--- src/inc/mac_port_pkg.sv ---
// Shared constants for the MAC client stream, pause and priority pause ports
// What this block does
// - Stream data 64 bits, 8 keep; narrow 32/4
// - Low transmit reset holds transmit path only
// - Low receive reset holds receive path only
// - User drives one keep bit per byte
// - Transmit user bit flags underrun; packet errored
// - Eight-bit input adjusts interframe gap
// - User marks final transmit beat with last
// - Device ready accepts transmit data
// - Receive user bit on last: good one
// - Receive beats carry valid; last on final
// - Pause request makes device send pause frame
// - Pause value captured when request asserts
// - Priority ports active only when option enabled
// - One receive hold request per priority 0..7
// - Quanta countdown waits for priority acknowledge
// - Unused priority acknowledge tied high
// - Priority request sends frame at next gap
package mac_port_pkg;
  localparam int DATA_W = 64;
  localparam int NARROW_DATA_W = 32;
  localparam int NUM_PRIO = 8;
  localparam int IFG_W = 8;
  localparam int PAUSE_W = 16;
  localparam int USER_W = 1;
  localparam int QUANTA_BITS = 512;
  localparam int PRESC_W = 8;
  localparam logic TX_READY_RST = 1'b1;
  localparam logic APP_READY_RST = 1'b0;
endpackage

--- src/inc/mac_port_if.sv ---
// Interface joining the MAC device end and the user logic end
`timescale 1ns/1ps
interface mac_port_if #(
  parameter int DATA_W = mac_port_pkg::DATA_W
);
  import mac_port_pkg::*;
  logic tx_rst_n;
  logic [DATA_W-1:0] tx_data;
  logic [DATA_W/8-1:0] tx_keep;
  logic tx_valid;
  logic [USER_W-1:0] tx_user;
  logic [IFG_W-1:0] tx_ifg_delay;
  logic tx_last;
  logic tx_ready;
  logic rx_rst_n;
  logic [DATA_W-1:0] rx_data;
  logic [DATA_W/8-1:0] rx_keep;
  logic rx_valid;
  logic rx_user;
  logic rx_last;
  logic pause_req;
  logic [PAUSE_W-1:0] pause_val;
  logic [NUM_PRIO-1:0] rx_prio_hold_req;
  logic [NUM_PRIO-1:0] rx_prio_hold_ack;
  logic [NUM_PRIO-1:0] tx_prio_hold_req;

  // Device end: the MAC client ports
  modport dev (
    input tx_rst_n, tx_data, tx_keep, tx_valid, tx_user, tx_ifg_delay, tx_last,
    output tx_ready,
    input rx_rst_n,
    output rx_data, rx_keep, rx_valid, rx_user, rx_last,
    input pause_req, pause_val,
    output rx_prio_hold_req,
    input rx_prio_hold_ack, tx_prio_hold_req
  );

  // User end: packet logic and priority FIFOs
  modport usr (
    output tx_rst_n, tx_data, tx_keep, tx_valid, tx_user, tx_ifg_delay, tx_last,
    input tx_ready,
    output rx_rst_n,
    input rx_data, rx_keep, rx_valid, rx_user, rx_last,
    output pause_req, pause_val,
    input rx_prio_hold_req,
    output rx_prio_hold_ack, tx_prio_hold_req
  );
endinterface

--- src/rtl/mac_dev_end.sv ---
// MAC device end: transmit skid buffer, receive stream, pause and priority pause logic
`timescale 1ns/1ps
module mac_dev_end #(
  parameter int DATA_W = mac_port_pkg::DATA_W, // 64, or 32 for the narrow path
  parameter bit PFC_EN = 1'b1 // Priority flow control build option
) (
  input wire logic clk_i, // 25 MHz clock
  input wire logic sys_rst_i, // Synchronous reset, high
  input wire logic ce_i, // Clock enable, freezes state when low
  mac_port_if.dev port, // Client-side ports
  output logic core_tx_valid_o, // Beat toward the transmit engine
  output logic [DATA_W-1:0] core_tx_data_o, // Beat data
  output logic [DATA_W/8-1:0] core_tx_keep_o, // Beat byte qualifiers
  output logic core_tx_last_o, // Final beat of packet
  output logic core_tx_err_o, // Packet errored, from the underrun beat to the final beat
  output logic [mac_port_pkg::IFG_W-1:0] core_tx_ifg_o, // Gap adjustment for this packet
  input wire logic core_tx_ready_i, // Transmit engine takes the beat
  output logic pause_send_o, // Send one pause frame
  output logic [mac_port_pkg::PAUSE_W-1:0] pause_time_o, // Pause time field
  input wire logic pause_done_i, // Pause frame taken
  output logic pfc_send_o, // Send one priority pause frame
  output logic [mac_port_pkg::NUM_PRIO-1:0] pfc_prio_o, // Priorities in that frame
  input wire logic pfc_done_i, // Priority frame taken
  input wire logic core_rx_valid_i, // Received beat valid
  input wire logic [DATA_W-1:0] core_rx_data_i, // Received data
  input wire logic [DATA_W/8-1:0] core_rx_keep_i, // Received byte qualifiers
  input wire logic core_rx_last_i, // Received final beat
  input wire logic core_rx_good_i, // Packet good, with final beat
  input wire logic [mac_port_pkg::NUM_PRIO-1:0] core_rx_pfc_load_i, // Priority pause frame seen
  input wire logic [mac_port_pkg::PAUSE_W-1:0] core_rx_pfc_quanta_i // Quanta for loaded priorities
);
  import mac_port_pkg::*;

  localparam int KEEP_W = DATA_W / 8;
  localparam int QUANTA_BEATS = QUANTA_BITS / DATA_W;

  typedef struct packed {
    logic [DATA_W-1:0] data;
    logic [KEEP_W-1:0] keep;
    logic last;
    logic err;
    logic [IFG_W-1:0] ifg;
  } beat_t;

  typedef struct packed {
    logic ready;
    beat_t out;
    logic out_v;
    beat_t skid;
    logic skid_v;
    logic err_acc;
    logic in_pkt;
    logic pause_prev;
    logic pause_pend;
    logic [PAUSE_W-1:0] pause_cap;
    logic pause_send;
    logic [PAUSE_W-1:0] pause_time;
    logic [NUM_PRIO-1:0] pfc_pend;
    logic pfc_send;
    logic [NUM_PRIO-1:0] pfc_prio;
  } tx_st_t;

  typedef struct packed {
    logic valid;
    logic [DATA_W-1:0] data;
    logic [KEEP_W-1:0] keep;
    logic last;
    logic user;
    logic [PRESC_W-1:0] presc;
    logic [NUM_PRIO-1:0] hold;
    logic [NUM_PRIO-1:0][PAUSE_W-1:0] cnt;
  } rx_st_t;

  typedef struct packed {
    tx_st_t tx;
    rx_st_t rx;
  } st_t;

  st_t q;
  st_t d;
  beat_t in_beat;
  logic take;
  logic pop;
  logic idle;
  logic pause_issue;
  logic pfc_issue;
  logic tick;

  ////////////////////////////////////////////////////////////////////////////
  // Next state
  always_comb
  begin
    d = q;
    take = port.tx_valid & q.tx.ready;
    pop = q.tx.out_v & core_tx_ready_i;
    in_beat.data = port.tx_data;
    in_beat.keep = port.tx_keep;
    in_beat.last = port.tx_last;
    in_beat.err = port.tx_user[0] | q.tx.err_acc;
    in_beat.ifg = port.tx_ifg_delay;
    idle = ~q.tx.in_pkt;
    pause_issue = q.tx.pause_pend & ~q.tx.pause_send & idle;
    pfc_issue = PFC_EN & (|q.tx.pfc_pend) & ~q.tx.pfc_send & idle;
    tick = (q.rx.presc == PRESC_W'(QUANTA_BEATS - 1));

    // Underrun seen anywhere marks the rest of the packet bad
    if (take)
    begin
      d.tx.err_acc = port.tx_last ? 1'b0 : in_beat.err;
    end

    // Two-entry skid: output register plus one spare, so a stall loses nothing
    if (!q.tx.out_v || pop)
    begin
      if (q.tx.skid_v)
      begin
        d.tx.out = q.tx.skid;
        d.tx.skid_v = 1'b0;
      end
      else
      begin
        d.tx.out = take ? in_beat : q.tx.out;
        d.tx.out_v = take;
      end
    end
    else if (take)
    begin
      d.tx.skid = in_beat;
      d.tx.skid_v = 1'b1;
    end
    d.tx.ready = ~d.tx.skid_v;
    if (pop)
    begin
      d.tx.in_pkt = ~q.tx.out.last;
    end

    // Pause value is latched on the rising request, not at send time
    d.tx.pause_prev = port.pause_req;
    if (port.pause_req && !q.tx.pause_prev)
    begin
      d.tx.pause_cap = port.pause_val;
    end
    if (q.tx.pause_send && pause_done_i)
    begin
      d.tx.pause_send = 1'b0;
    end
    if (pause_issue)
    begin
      d.tx.pause_send = 1'b1;
      d.tx.pause_time = q.tx.pause_cap;
    end
    d.tx.pause_pend = (q.tx.pause_pend & ~pause_issue) | (port.pause_req & ~q.tx.pause_prev);

    // Priority requests gather until the link is between packets
    if (q.tx.pfc_send && pfc_done_i)
    begin
      d.tx.pfc_send = 1'b0;
    end
    if (pfc_issue)
    begin
      d.tx.pfc_send = 1'b1;
      d.tx.pfc_prio = q.tx.pfc_pend;
    end
    d.tx.pfc_pend = (pfc_issue ? '0 : q.tx.pfc_pend) | (PFC_EN ? port.tx_prio_hold_req : '0);

    // Receive stream has no back-pressure: registered straight through
    d.rx.valid = core_rx_valid_i;
    d.rx.data = core_rx_data_i;
    d.rx.keep = core_rx_keep_i;
    d.rx.last = core_rx_valid_i & core_rx_last_i;
    d.rx.user = core_rx_valid_i & core_rx_last_i & core_rx_good_i;

    // One tick per pause quantum of line time
    d.rx.presc = tick ? '0 : q.rx.presc + PRESC_W'(1);
    for (int p = 0; p < NUM_PRIO; p++)
    begin
      if (PFC_EN && core_rx_pfc_load_i[p])
      begin
        d.rx.cnt[p] = core_rx_pfc_quanta_i;
        d.rx.hold[p] = |core_rx_pfc_quanta_i;
      end
      else if (q.rx.hold[p] && port.rx_prio_hold_ack[p] && tick)
      begin
        d.rx.cnt[p] = q.rx.cnt[p] - PAUSE_W'(1);
        d.rx.hold[p] = (q.rx.cnt[p] != PAUSE_W'(1));
      end
    end

    // Path resets act on their own half only
    if (!port.tx_rst_n)
    begin
      d.tx = '0;
      d.tx.ready = TX_READY_RST;
    end
    if (!port.rx_rst_n)
    begin
      d.rx = '0;
    end
  end

  ////////////////////////////////////////////////////////////////////////////
  // State register
  always_ff @(posedge clk_i)
  begin
    if (sys_rst_i)
    begin
      q <= '0;
      q.tx.ready <= TX_READY_RST;
    end
    else if (ce_i)
    begin
      q <= d;
    end
  end

  ////////////////////////////////////////////////////////////////////////////
  // Outputs, all taken from the state register
  assign port.tx_ready = q.tx.ready;
  assign port.rx_valid = q.rx.valid;
  assign port.rx_data = q.rx.data;
  assign port.rx_keep = q.rx.keep;
  assign port.rx_last = q.rx.last;
  assign port.rx_user = q.rx.user;
  assign port.rx_prio_hold_req = q.rx.hold;
  assign core_tx_valid_o = q.tx.out_v;
  assign core_tx_data_o = q.tx.out.data;
  assign core_tx_keep_o = q.tx.out.keep;
  assign core_tx_last_o = q.tx.out.last;
  assign core_tx_err_o = q.tx.out.err;
  assign core_tx_ifg_o = q.tx.out.ifg;
  assign pause_send_o = q.tx.pause_send;
  assign pause_time_o = q.tx.pause_time;
  assign pfc_send_o = q.tx.pfc_send;
  assign pfc_prio_o = q.tx.pfc_prio;
endmodule

--- src/flat_wrapper.sv ---
// flat-port wrapper written by rule: the top's interface ports become plain ports
module mac_dev_end_flat import mac_port_pkg::*;
#(
  parameter int DATA_W = mac_port_pkg::DATA_W,                                 
  parameter bit PFC_EN = 1'b1                                      
)
  (clk_i, sys_rst_i, ce_i, core_tx_valid_o, core_tx_data_o, core_tx_keep_o, core_tx_last_o, core_tx_err_o, core_tx_ifg_o, core_tx_ready_i, pause_send_o, pause_time_o, pause_done_i, pfc_send_o, pfc_prio_o, pfc_done_i, core_rx_valid_i, core_rx_data_i, core_rx_keep_i, core_rx_last_i, core_rx_good_i, core_rx_pfc_load_i, core_rx_pfc_quanta_i, port_tx_rst_n, port_tx_data, port_tx_keep, port_tx_valid, port_tx_user, port_tx_ifg_delay, port_tx_last, port_tx_ready, port_rx_rst_n, port_rx_data, port_rx_keep, port_rx_valid, port_rx_user, port_rx_last, port_pause_req, port_pause_val, port_rx_prio_hold_req, port_rx_prio_hold_ack, port_tx_prio_hold_req);
  mac_port_if #(.DATA_W(DATA_W)) port_i ();
  input wire logic clk_i;
  input wire logic sys_rst_i;
  input wire logic ce_i;
  output logic core_tx_valid_o;
  output logic [DATA_W-1:0] core_tx_data_o;
  output logic [DATA_W/8-1:0] core_tx_keep_o;
  output logic core_tx_last_o;
  output logic core_tx_err_o;
  output logic [mac_port_pkg::IFG_W-1:0] core_tx_ifg_o;
  input wire logic core_tx_ready_i;
  output logic pause_send_o;
  output logic [mac_port_pkg::PAUSE_W-1:0] pause_time_o;
  input wire logic pause_done_i;
  output logic pfc_send_o;
  output logic [mac_port_pkg::NUM_PRIO-1:0] pfc_prio_o;
  input wire logic pfc_done_i;
  input wire logic core_rx_valid_i;
  input wire logic [DATA_W-1:0] core_rx_data_i;
  input wire logic [DATA_W/8-1:0] core_rx_keep_i;
  input wire logic core_rx_last_i;
  input wire logic core_rx_good_i;
  input wire logic [mac_port_pkg::NUM_PRIO-1:0] core_rx_pfc_load_i;
  input wire logic [mac_port_pkg::PAUSE_W-1:0] core_rx_pfc_quanta_i;
  input wire logic [$bits(port_i.tx_rst_n)-1:0] port_tx_rst_n;
  input wire logic [$bits(port_i.tx_data)-1:0] port_tx_data;
  input wire logic [$bits(port_i.tx_keep)-1:0] port_tx_keep;
  input wire logic [$bits(port_i.tx_valid)-1:0] port_tx_valid;
  input wire logic [$bits(port_i.tx_user)-1:0] port_tx_user;
  input wire logic [$bits(port_i.tx_ifg_delay)-1:0] port_tx_ifg_delay;
  input wire logic [$bits(port_i.tx_last)-1:0] port_tx_last;
  output wire logic [$bits(port_i.tx_ready)-1:0] port_tx_ready;
  input wire logic [$bits(port_i.rx_rst_n)-1:0] port_rx_rst_n;
  output wire logic [$bits(port_i.rx_data)-1:0] port_rx_data;
  output wire logic [$bits(port_i.rx_keep)-1:0] port_rx_keep;
  output wire logic [$bits(port_i.rx_valid)-1:0] port_rx_valid;
  output wire logic [$bits(port_i.rx_user)-1:0] port_rx_user;
  output wire logic [$bits(port_i.rx_last)-1:0] port_rx_last;
  input wire logic [$bits(port_i.pause_req)-1:0] port_pause_req;
  input wire logic [$bits(port_i.pause_val)-1:0] port_pause_val;
  output wire logic [$bits(port_i.rx_prio_hold_req)-1:0] port_rx_prio_hold_req;
  input wire logic [$bits(port_i.rx_prio_hold_ack)-1:0] port_rx_prio_hold_ack;
  input wire logic [$bits(port_i.tx_prio_hold_req)-1:0] port_tx_prio_hold_req;
  assign port_i.tx_rst_n = port_tx_rst_n;
  assign port_i.tx_data = port_tx_data;
  assign port_i.tx_keep = port_tx_keep;
  assign port_i.tx_valid = port_tx_valid;
  assign port_i.tx_user = port_tx_user;
  assign port_i.tx_ifg_delay = port_tx_ifg_delay;
  assign port_i.tx_last = port_tx_last;
  assign port_tx_ready = port_i.tx_ready;
  assign port_i.rx_rst_n = port_rx_rst_n;
  assign port_rx_data = port_i.rx_data;
  assign port_rx_keep = port_i.rx_keep;
  assign port_rx_valid = port_i.rx_valid;
  assign port_rx_user = port_i.rx_user;
  assign port_rx_last = port_i.rx_last;
  assign port_i.pause_req = port_pause_req;
  assign port_i.pause_val = port_pause_val;
  assign port_rx_prio_hold_req = port_i.rx_prio_hold_req;
  assign port_i.rx_prio_hold_ack = port_rx_prio_hold_ack;
  assign port_i.tx_prio_hold_req = port_tx_prio_hold_req;
  mac_dev_end #(.DATA_W(DATA_W), .PFC_EN(PFC_EN)) u_core (.clk_i(clk_i), .sys_rst_i(sys_rst_i), .ce_i(ce_i), .port(port_i), .core_tx_valid_o(core_tx_valid_o), .core_tx_data_o(core_tx_data_o), .core_tx_keep_o(core_tx_keep_o), .core_tx_last_o(core_tx_last_o), .core_tx_err_o(core_tx_err_o), .core_tx_ifg_o(core_tx_ifg_o), .core_tx_ready_i(core_tx_ready_i), .pause_send_o(pause_send_o), .pause_time_o(pause_time_o), .pause_done_i(pause_done_i), .pfc_send_o(pfc_send_o), .pfc_prio_o(pfc_prio_o), .pfc_done_i(pfc_done_i), .core_rx_valid_i(core_rx_valid_i), .core_rx_data_i(core_rx_data_i), .core_rx_keep_i(core_rx_keep_i), .core_rx_last_i(core_rx_last_i), .core_rx_good_i(core_rx_good_i), .core_rx_pfc_load_i(core_rx_pfc_load_i), .core_rx_pfc_quanta_i(core_rx_pfc_quanta_i));
endmodule
--- config.mk ---
export PLATFORM = sky130hd
export DESIGN_NAME = mac_dev_end_flat
export DESIGN_NICKNAME = d
export VERILOG_FILES = /design/src/inc/mac_port_pkg.sv /design/src/inc/mac_port_if.sv /design/src/rtl/mac_dev_end.sv /design/src/flat_wrapper.sv
export SDC_FILE = /design/constraint.sdc
export NUM_CORES = 1
export LEC_CHECK = 0
export ABC_AREA = 1
export ABC_CLOCK_PERIOD_IN_PS = 1400
export BUFFER_PORTS_ARGS = -buffer_cell sky130_fd_sc_hd__buf_4
export CAP_MARGIN = 5
export CORE_MARGIN = 2
export CORE_UTILIZATION = 50
export DETAILED_ROUTE_END_ITERATION = 8
export GPL_TIMING_DRIVEN = 0
export MAX_ROUTING_LAYER = met4
export PLACE_DENSITY = 0.82
export SYNTH_ARGS = -nofsm -noshare
export SYNTH_HDL_FRONTEND = slang
export SYNTH_SLANG_ARGS = --single-unit
export TNS_END_PERCENT = 100
--- constraint.sdc ---
create_clock -name clk_i -period 1.4 [get_ports clk_i]
set_input_delay 0 -clock clk_i [delete_from_list [all_inputs] [get_ports clk_i]]
set_output_delay 0 -clock clk_i [all_outputs]
set_load 0.05 [all_outputs]
==> impl_metrics.toml, run 1 <==
[die]
num_io_pins = 416
die_x_um = 217
num_rows = 77
die_h_um = 217
start_util_pct = 50.9

[synth]
netlist_instances = 3292
seq_area_frac_synth_pct = 38.9
synth-edff-count = 0
synth_top_area_share_pct = 38.9
ys_warn_count = 0
avgSynthCellArea_um2 = 6.87
synth_flop_cell = "dfxtp_1"
synth_cell_types = 38
synthTopCellsByArea = "dfxtp_1 (39%), nand2_1 (14%), a21oi_1 (9.9%), nand3_1 (7.8%), buf_4 (6.7%)"
synth_common_cells = "nand2_1 (842), a21oi_1 (449), dfxtp_1 (440)"
async_reset_ff_share_pct = 0
yosysMostFrequentCell = "nand2_1"
synth_top_area_cell = "dfxtp_1"
synth_fp_nets = 3532
syn-cell-area_um2 = 22600
synth_seq_cells = 440

[clock_tree]
cts_buffers = 47
ctsHtreeMaxLevel = 2
clkSinkCount = 440
cts_root_buffer = "clkbuf_16"
clk_path_buf_depth = 3

[placement]
dp_slack_ns = -0.572
gp_congestion = 0.982
io_buffers = 407
hpwl_um = 55300

[status]
lastStage = "global routing (5_1_grt)"
status = "aborted with a tool error"
firstError = "[ERROR GRT-0232] Routing congestion too high. Check the congestion heatmap in the GUI."

[grt]
track_usage_pct = 69.0
grt_max_degree = 15
grt_overflow_total = 67

[sta]
postGrtWorstEndpoint = "u_core.q[82]$_SDFFE_PP0P_/D"
endpoint_type = "register data pin"
per-layer routing:
| layer | overflow | track usage (%) |
|---|---|---|
| met1 | 6 | 67.7 |
| met5 | - | - |
| met3 | 9 | 55.0 |
| met4 | 26 | 62.0 |
| met2 | 26 | 84.6 |
repair_timing:
item                       4_1_cts
hold buffers                   214
setup buffers                   49
hold endpoints to repair       330
cloned                          29
setup endpoints to repair      335
pin swaps                       58
resized for setup              387
cell families after synthesis:
group / after synthesis / share of synthesized area [%]
fa+ha+maj: 17 / 0.940
flops: 440 / 38.9
buf+inv: 556 / 13.0
xor+xnor: 18 / 0.697
simple gates: 1515 / 28.2
compound gates: 746 / 18.2
metrics by stage:
stage / instances / instance area, um2
2_1_floorplan: 3292 / 22900
3_3_place_gp: 4291 / 26700
3_5_place_dp: 4291 / 26700
4_1_cts: 4665 / 32800
==> run 2: changes to the inputs <==
--- a/config.mk
+++ b/config.mk
@@ -6,15 +6,14 @@
 export NUM_CORES = 1
 export LEC_CHECK = 0
 export ABC_AREA = 1
-export ABC_CLOCK_PERIOD_IN_PS = 1400
+export ABC_CLOCK_PERIOD_IN_PS = 1800
 export BUFFER_PORTS_ARGS = -buffer_cell sky130_fd_sc_hd__buf_4
 export CAP_MARGIN = 5
 export CORE_MARGIN = 2
-export CORE_UTILIZATION = 50
+export CORE_UTILIZATION = 35
 export DETAILED_ROUTE_END_ITERATION = 8
 export GPL_TIMING_DRIVEN = 0
-export MAX_ROUTING_LAYER = met4
-export PLACE_DENSITY = 0.82
+export PLACE_DENSITY_LB_ADDON = 0.15
 export SYNTH_ARGS = -nofsm -noshare
 export SYNTH_HDL_FRONTEND = slang
 export SYNTH_SLANG_ARGS = --single-unit
==> constraint.sdc (replaced) <==
create_clock -name clk_i -period 1.8 [get_ports clk_i]
set_input_delay 0 -clock clk_i [delete_from_list [all_inputs] [get_ports clk_i]]
set_output_delay 0 -clock clk_i [all_outputs]
set_load 0.05 [all_outputs]
==> run 2 against run 1 <==
The run now ends clean. Synthesized area did not move. Synthesized cell count did not move.
==> impl_metrics.toml, run 2 <==
[status]
status = "complete, no violations"

[synth]
synth_fp_nets = 3532
seq_area_frac_synth_pct = 38.9
async_reset_ff_share_pct = 0
synth-simple-area-share_pct = 28.2
ys_warn_count = 0
synth_seq_cells = 440
synth_common_cells = "nand2_1 (842), a21oi_1 (449), dfxtp_1 (440)"
yosysMostFrequentCell = "nand2_1"
synth_cell_types = 38
synth_flop_cell = "dfxtp_1"
avgSynthCellArea_um2 = 6.87
synthTopCellsByArea = "dfxtp_1 (39%), nand2_1 (14%), a21oi_1 (9.9%), nand3_1 (7.8%), buf_4 (6.7%)"
synthAdderAreaFrac_pct = 0.940
synth_top_area_cell = "dfxtp_1"
synthMuxAreaShare_pct = 0
netlist_instances = 3292
synth-edff-count = 0
syn-cell-area_um2 = 22600
synthXorXnorAreaFrac_pct = 0.697
synth_top_area_share_pct = 38.9
synth_compound_gate_area_share_pct = 18.2
synth_top_family_by_area = "simple AND/OR/NAND/NOR gates"

[grt]
grt_overflow_total = 0
first_global_vias = 22900
grt_pass1_wl_um = 130000
grt_max_degree = 16
track_usage_pct = 24.6
grt_antenna_before_repair = 10

[clock_tree]
path_clk_slew_ns = 0.06
clkSinkCount = 440
ctsHtreeMaxLevel = 2
cts_tree = "yes"
cts_root_buffer = "clkbuf_16"
clk_path_buf_depth = 3
cts_buffers = 51
clkLatencyLatePin_ns = 0.63

[cells_and_area]
top_register = "u_core.q"
syn_to_final_growth_pct = 39.7
final_cell_mix = "nand2_1 (827), buf_4 (626), a21oi_1 (442), dfxtp_1 (438), nand3_1 (353)"
largest_reg_flops = 247
finalInstanceArea_um2 = 31600
fill_cells = 6479
fin_nets = 4256
drive_gt1_share_pct = 22.0
final_util_pct = 49.2
final_common_cell = "nand2_1"

[power]
p_per_area_nw_per_um2 = 862
peakVddDrop_mv = 0.771
p_leak_nw = 13.4

[sta]
finalClockSkew_ns = 0.0407
layout_min_cycle_time_ns = 1.74
tightest_slew_ns = 1.36
rsz0062_at_grt = "yes"
hold_ws_ns = 0.0189
layout_setup_ws_ns = 0.0583
max_freq_mhz = 574
hold_violations = 0
slew_violations = 0
slew_headroom_pct = 9.54
fin_crit_sh_pct = 96.8
finalSetupViolCount = 0

[route]
drc = 0
first_pass_iters = 5
wl_um = 86300
detail-route-antenna-nets = 0
post_drt_wl_per_cell_um = 17.6
via_per_inst = 5.01
drt_iter0_drc = 1919
vias = 24600

[placement]
gp_congestion = 0.889
place_area_um2 = 26800
hpwl_um = 59600
io_buffers = 407
dp_slack_ns = -0.547

[die]
die_area_um2 = 66700
die_h_um = 258
num_io_pins = 416
die_x_um = 258
coreArea_um2 = 64200
num_rows = 93
start_util_pct = 35.2

[setup_path]
arrival_ns = 2.24
timing.rr.end = "u_core.q[50]"
cp_num_buf_inv = 2
worst_path_largest_cell_delay_ns = 0.36
crit_type = "register to register"
critical-path-top-delay-family = "simple AND/OR/NAND/NOR gates"
cp_max_fo = 8
regToRegSetupSlack_ns = 0.06
r2r-start = "u_core.q[136]"
cp_data_required_time_ns = 2.30
cp_slowest_cell = "dfxtp_2"
cp-end-kind = "register"
cp-start-kind = "register"
cp_cell_sequence = "ha_4 > nand3_4 > nor2_4 > buf_12 > nand2_2 > nand2_4 > nand2_8 > buf_8 > a21oi_1 > nor2_1"
reg2reg_depth = 10

[hold_path]
hold_depth = 4
hold_start = "sys_rst_i"
hold_path_end = "u_core.core_tx_data_o[63]"
hp-class = "primary input to register"

[run]
cap_viol_max_count = 0
-- run 2: cell families after synthesis --
kind of cell | after synthesis
AOI/OAI and AO/OA | 746
xor gates and xnor gates | 18
adders and majority gates | 17
buffers and inverters | 556
DFF | 440
and+or+nand+nor | 1515
-- run 2: final cells by class --
| type | instances | area [um2] | area share [%] |
|---|---|---|---|
| tap | 855 | 1070 | 3.38 |
| inverter | 173 | 692 | 2.19 |
| timing repair buffer | 670 | 5750 | 18.2 |
| timing repair inverter | 1 | 5.00 | 0.0158 |
| buffer | 383 | 2430 | 7.69 |
| clock inverter | 13 | 170 | 0.538 |
| sequential | 440 | 8810 | 27.9 |
| antenna | 5 | 12.5 | 0.0396 |
| multi-input combinational | 2296 | 11200 | 35.4 |
| clock buffer | 77 | 1490 | 4.73 |
-- run 2: timing repair --
| action | in CTS | in global routing |
|---|---|---|
| setup buffers | 8 | 25 |
| pin swaps | 3 | 14 |
| hold buffers | 224 | 0 |
| resized for setup | 40 | 125 |
| gates cloned | 1 | 6 |
| endpoints found under the hold margin | 330 | 0 |
| endpoints found under the setup margin | 210 | 204 |
-- run 2: power by group --
part           internal, W  total (W)  switching (W)
logic              0.00242    0.00625        0.00382
clock network      0.00603     0.0105        0.00443
registers           0.0102     0.0105       0.000337
total               0.0187     0.0272        0.00859
-- run 2: how the worst max path moves through the flow --
stage | endpoint | startpoint | slack (ns) | cells past startpoint
finish | u_core.q[50] | u_core.q[136] | 0.06 | 10
global placement | u_core.q[98] | u_core.q[136] | -0.53 | 10
floorplan | u_core.q[274] | u_core.port.tx_ready | 0.04 | 6
detailed placement | u_core.q[98] | u_core.q[137] | -0.55 | 10
global route | u_core.q[110] | u_core.q[136] | -0.03 | 11
CTS | u_core.core_tx_ifg_o[3] | u_core.q[273] | 0.006 | 7
-- run 2: routing by layer --
layer	wire length [um]	global-route usage, %
met5	66	0
met1	37000	31.4
met3	6130	5.15
met4	3300	9.28
met2	39800	40.6
-- run 2: worst register-to-register path: cells and delay by family, from the launching register on --
| family | cells | cell delay (ns) |
|---|---|---|
| and+or+nand+nor | 6 | 0.61 |
| DFF | 1 | 0.36 |
| buffers and inverters | 2 | 0.35 |
| adders and majority gates | 1 | 0.16 |
| AOI/OAI and AO/OA | 1 | 0.14 |
-- run 2: metrics by stage --
| stage | power (W) | TNS [ns] | instances |
|---|---|---|---|
| 4_1_cts | 0.0273 | 0 | 4877 |
| 3_5_place_dp | 0.0163 | -61.59 | 4554 |
| 5_1_grt | 0.0285 | -0.117 | 4912 |
| 2_1_floorplan | 0.0144 | 0 | 3292 |
| 3_3_place_gp | 0.0163 | -61.13 | 4554 |
| 6_report | 0.0272 | 0 | 4913 |
No activity file was read; power rests on OpenSTA's default activity.
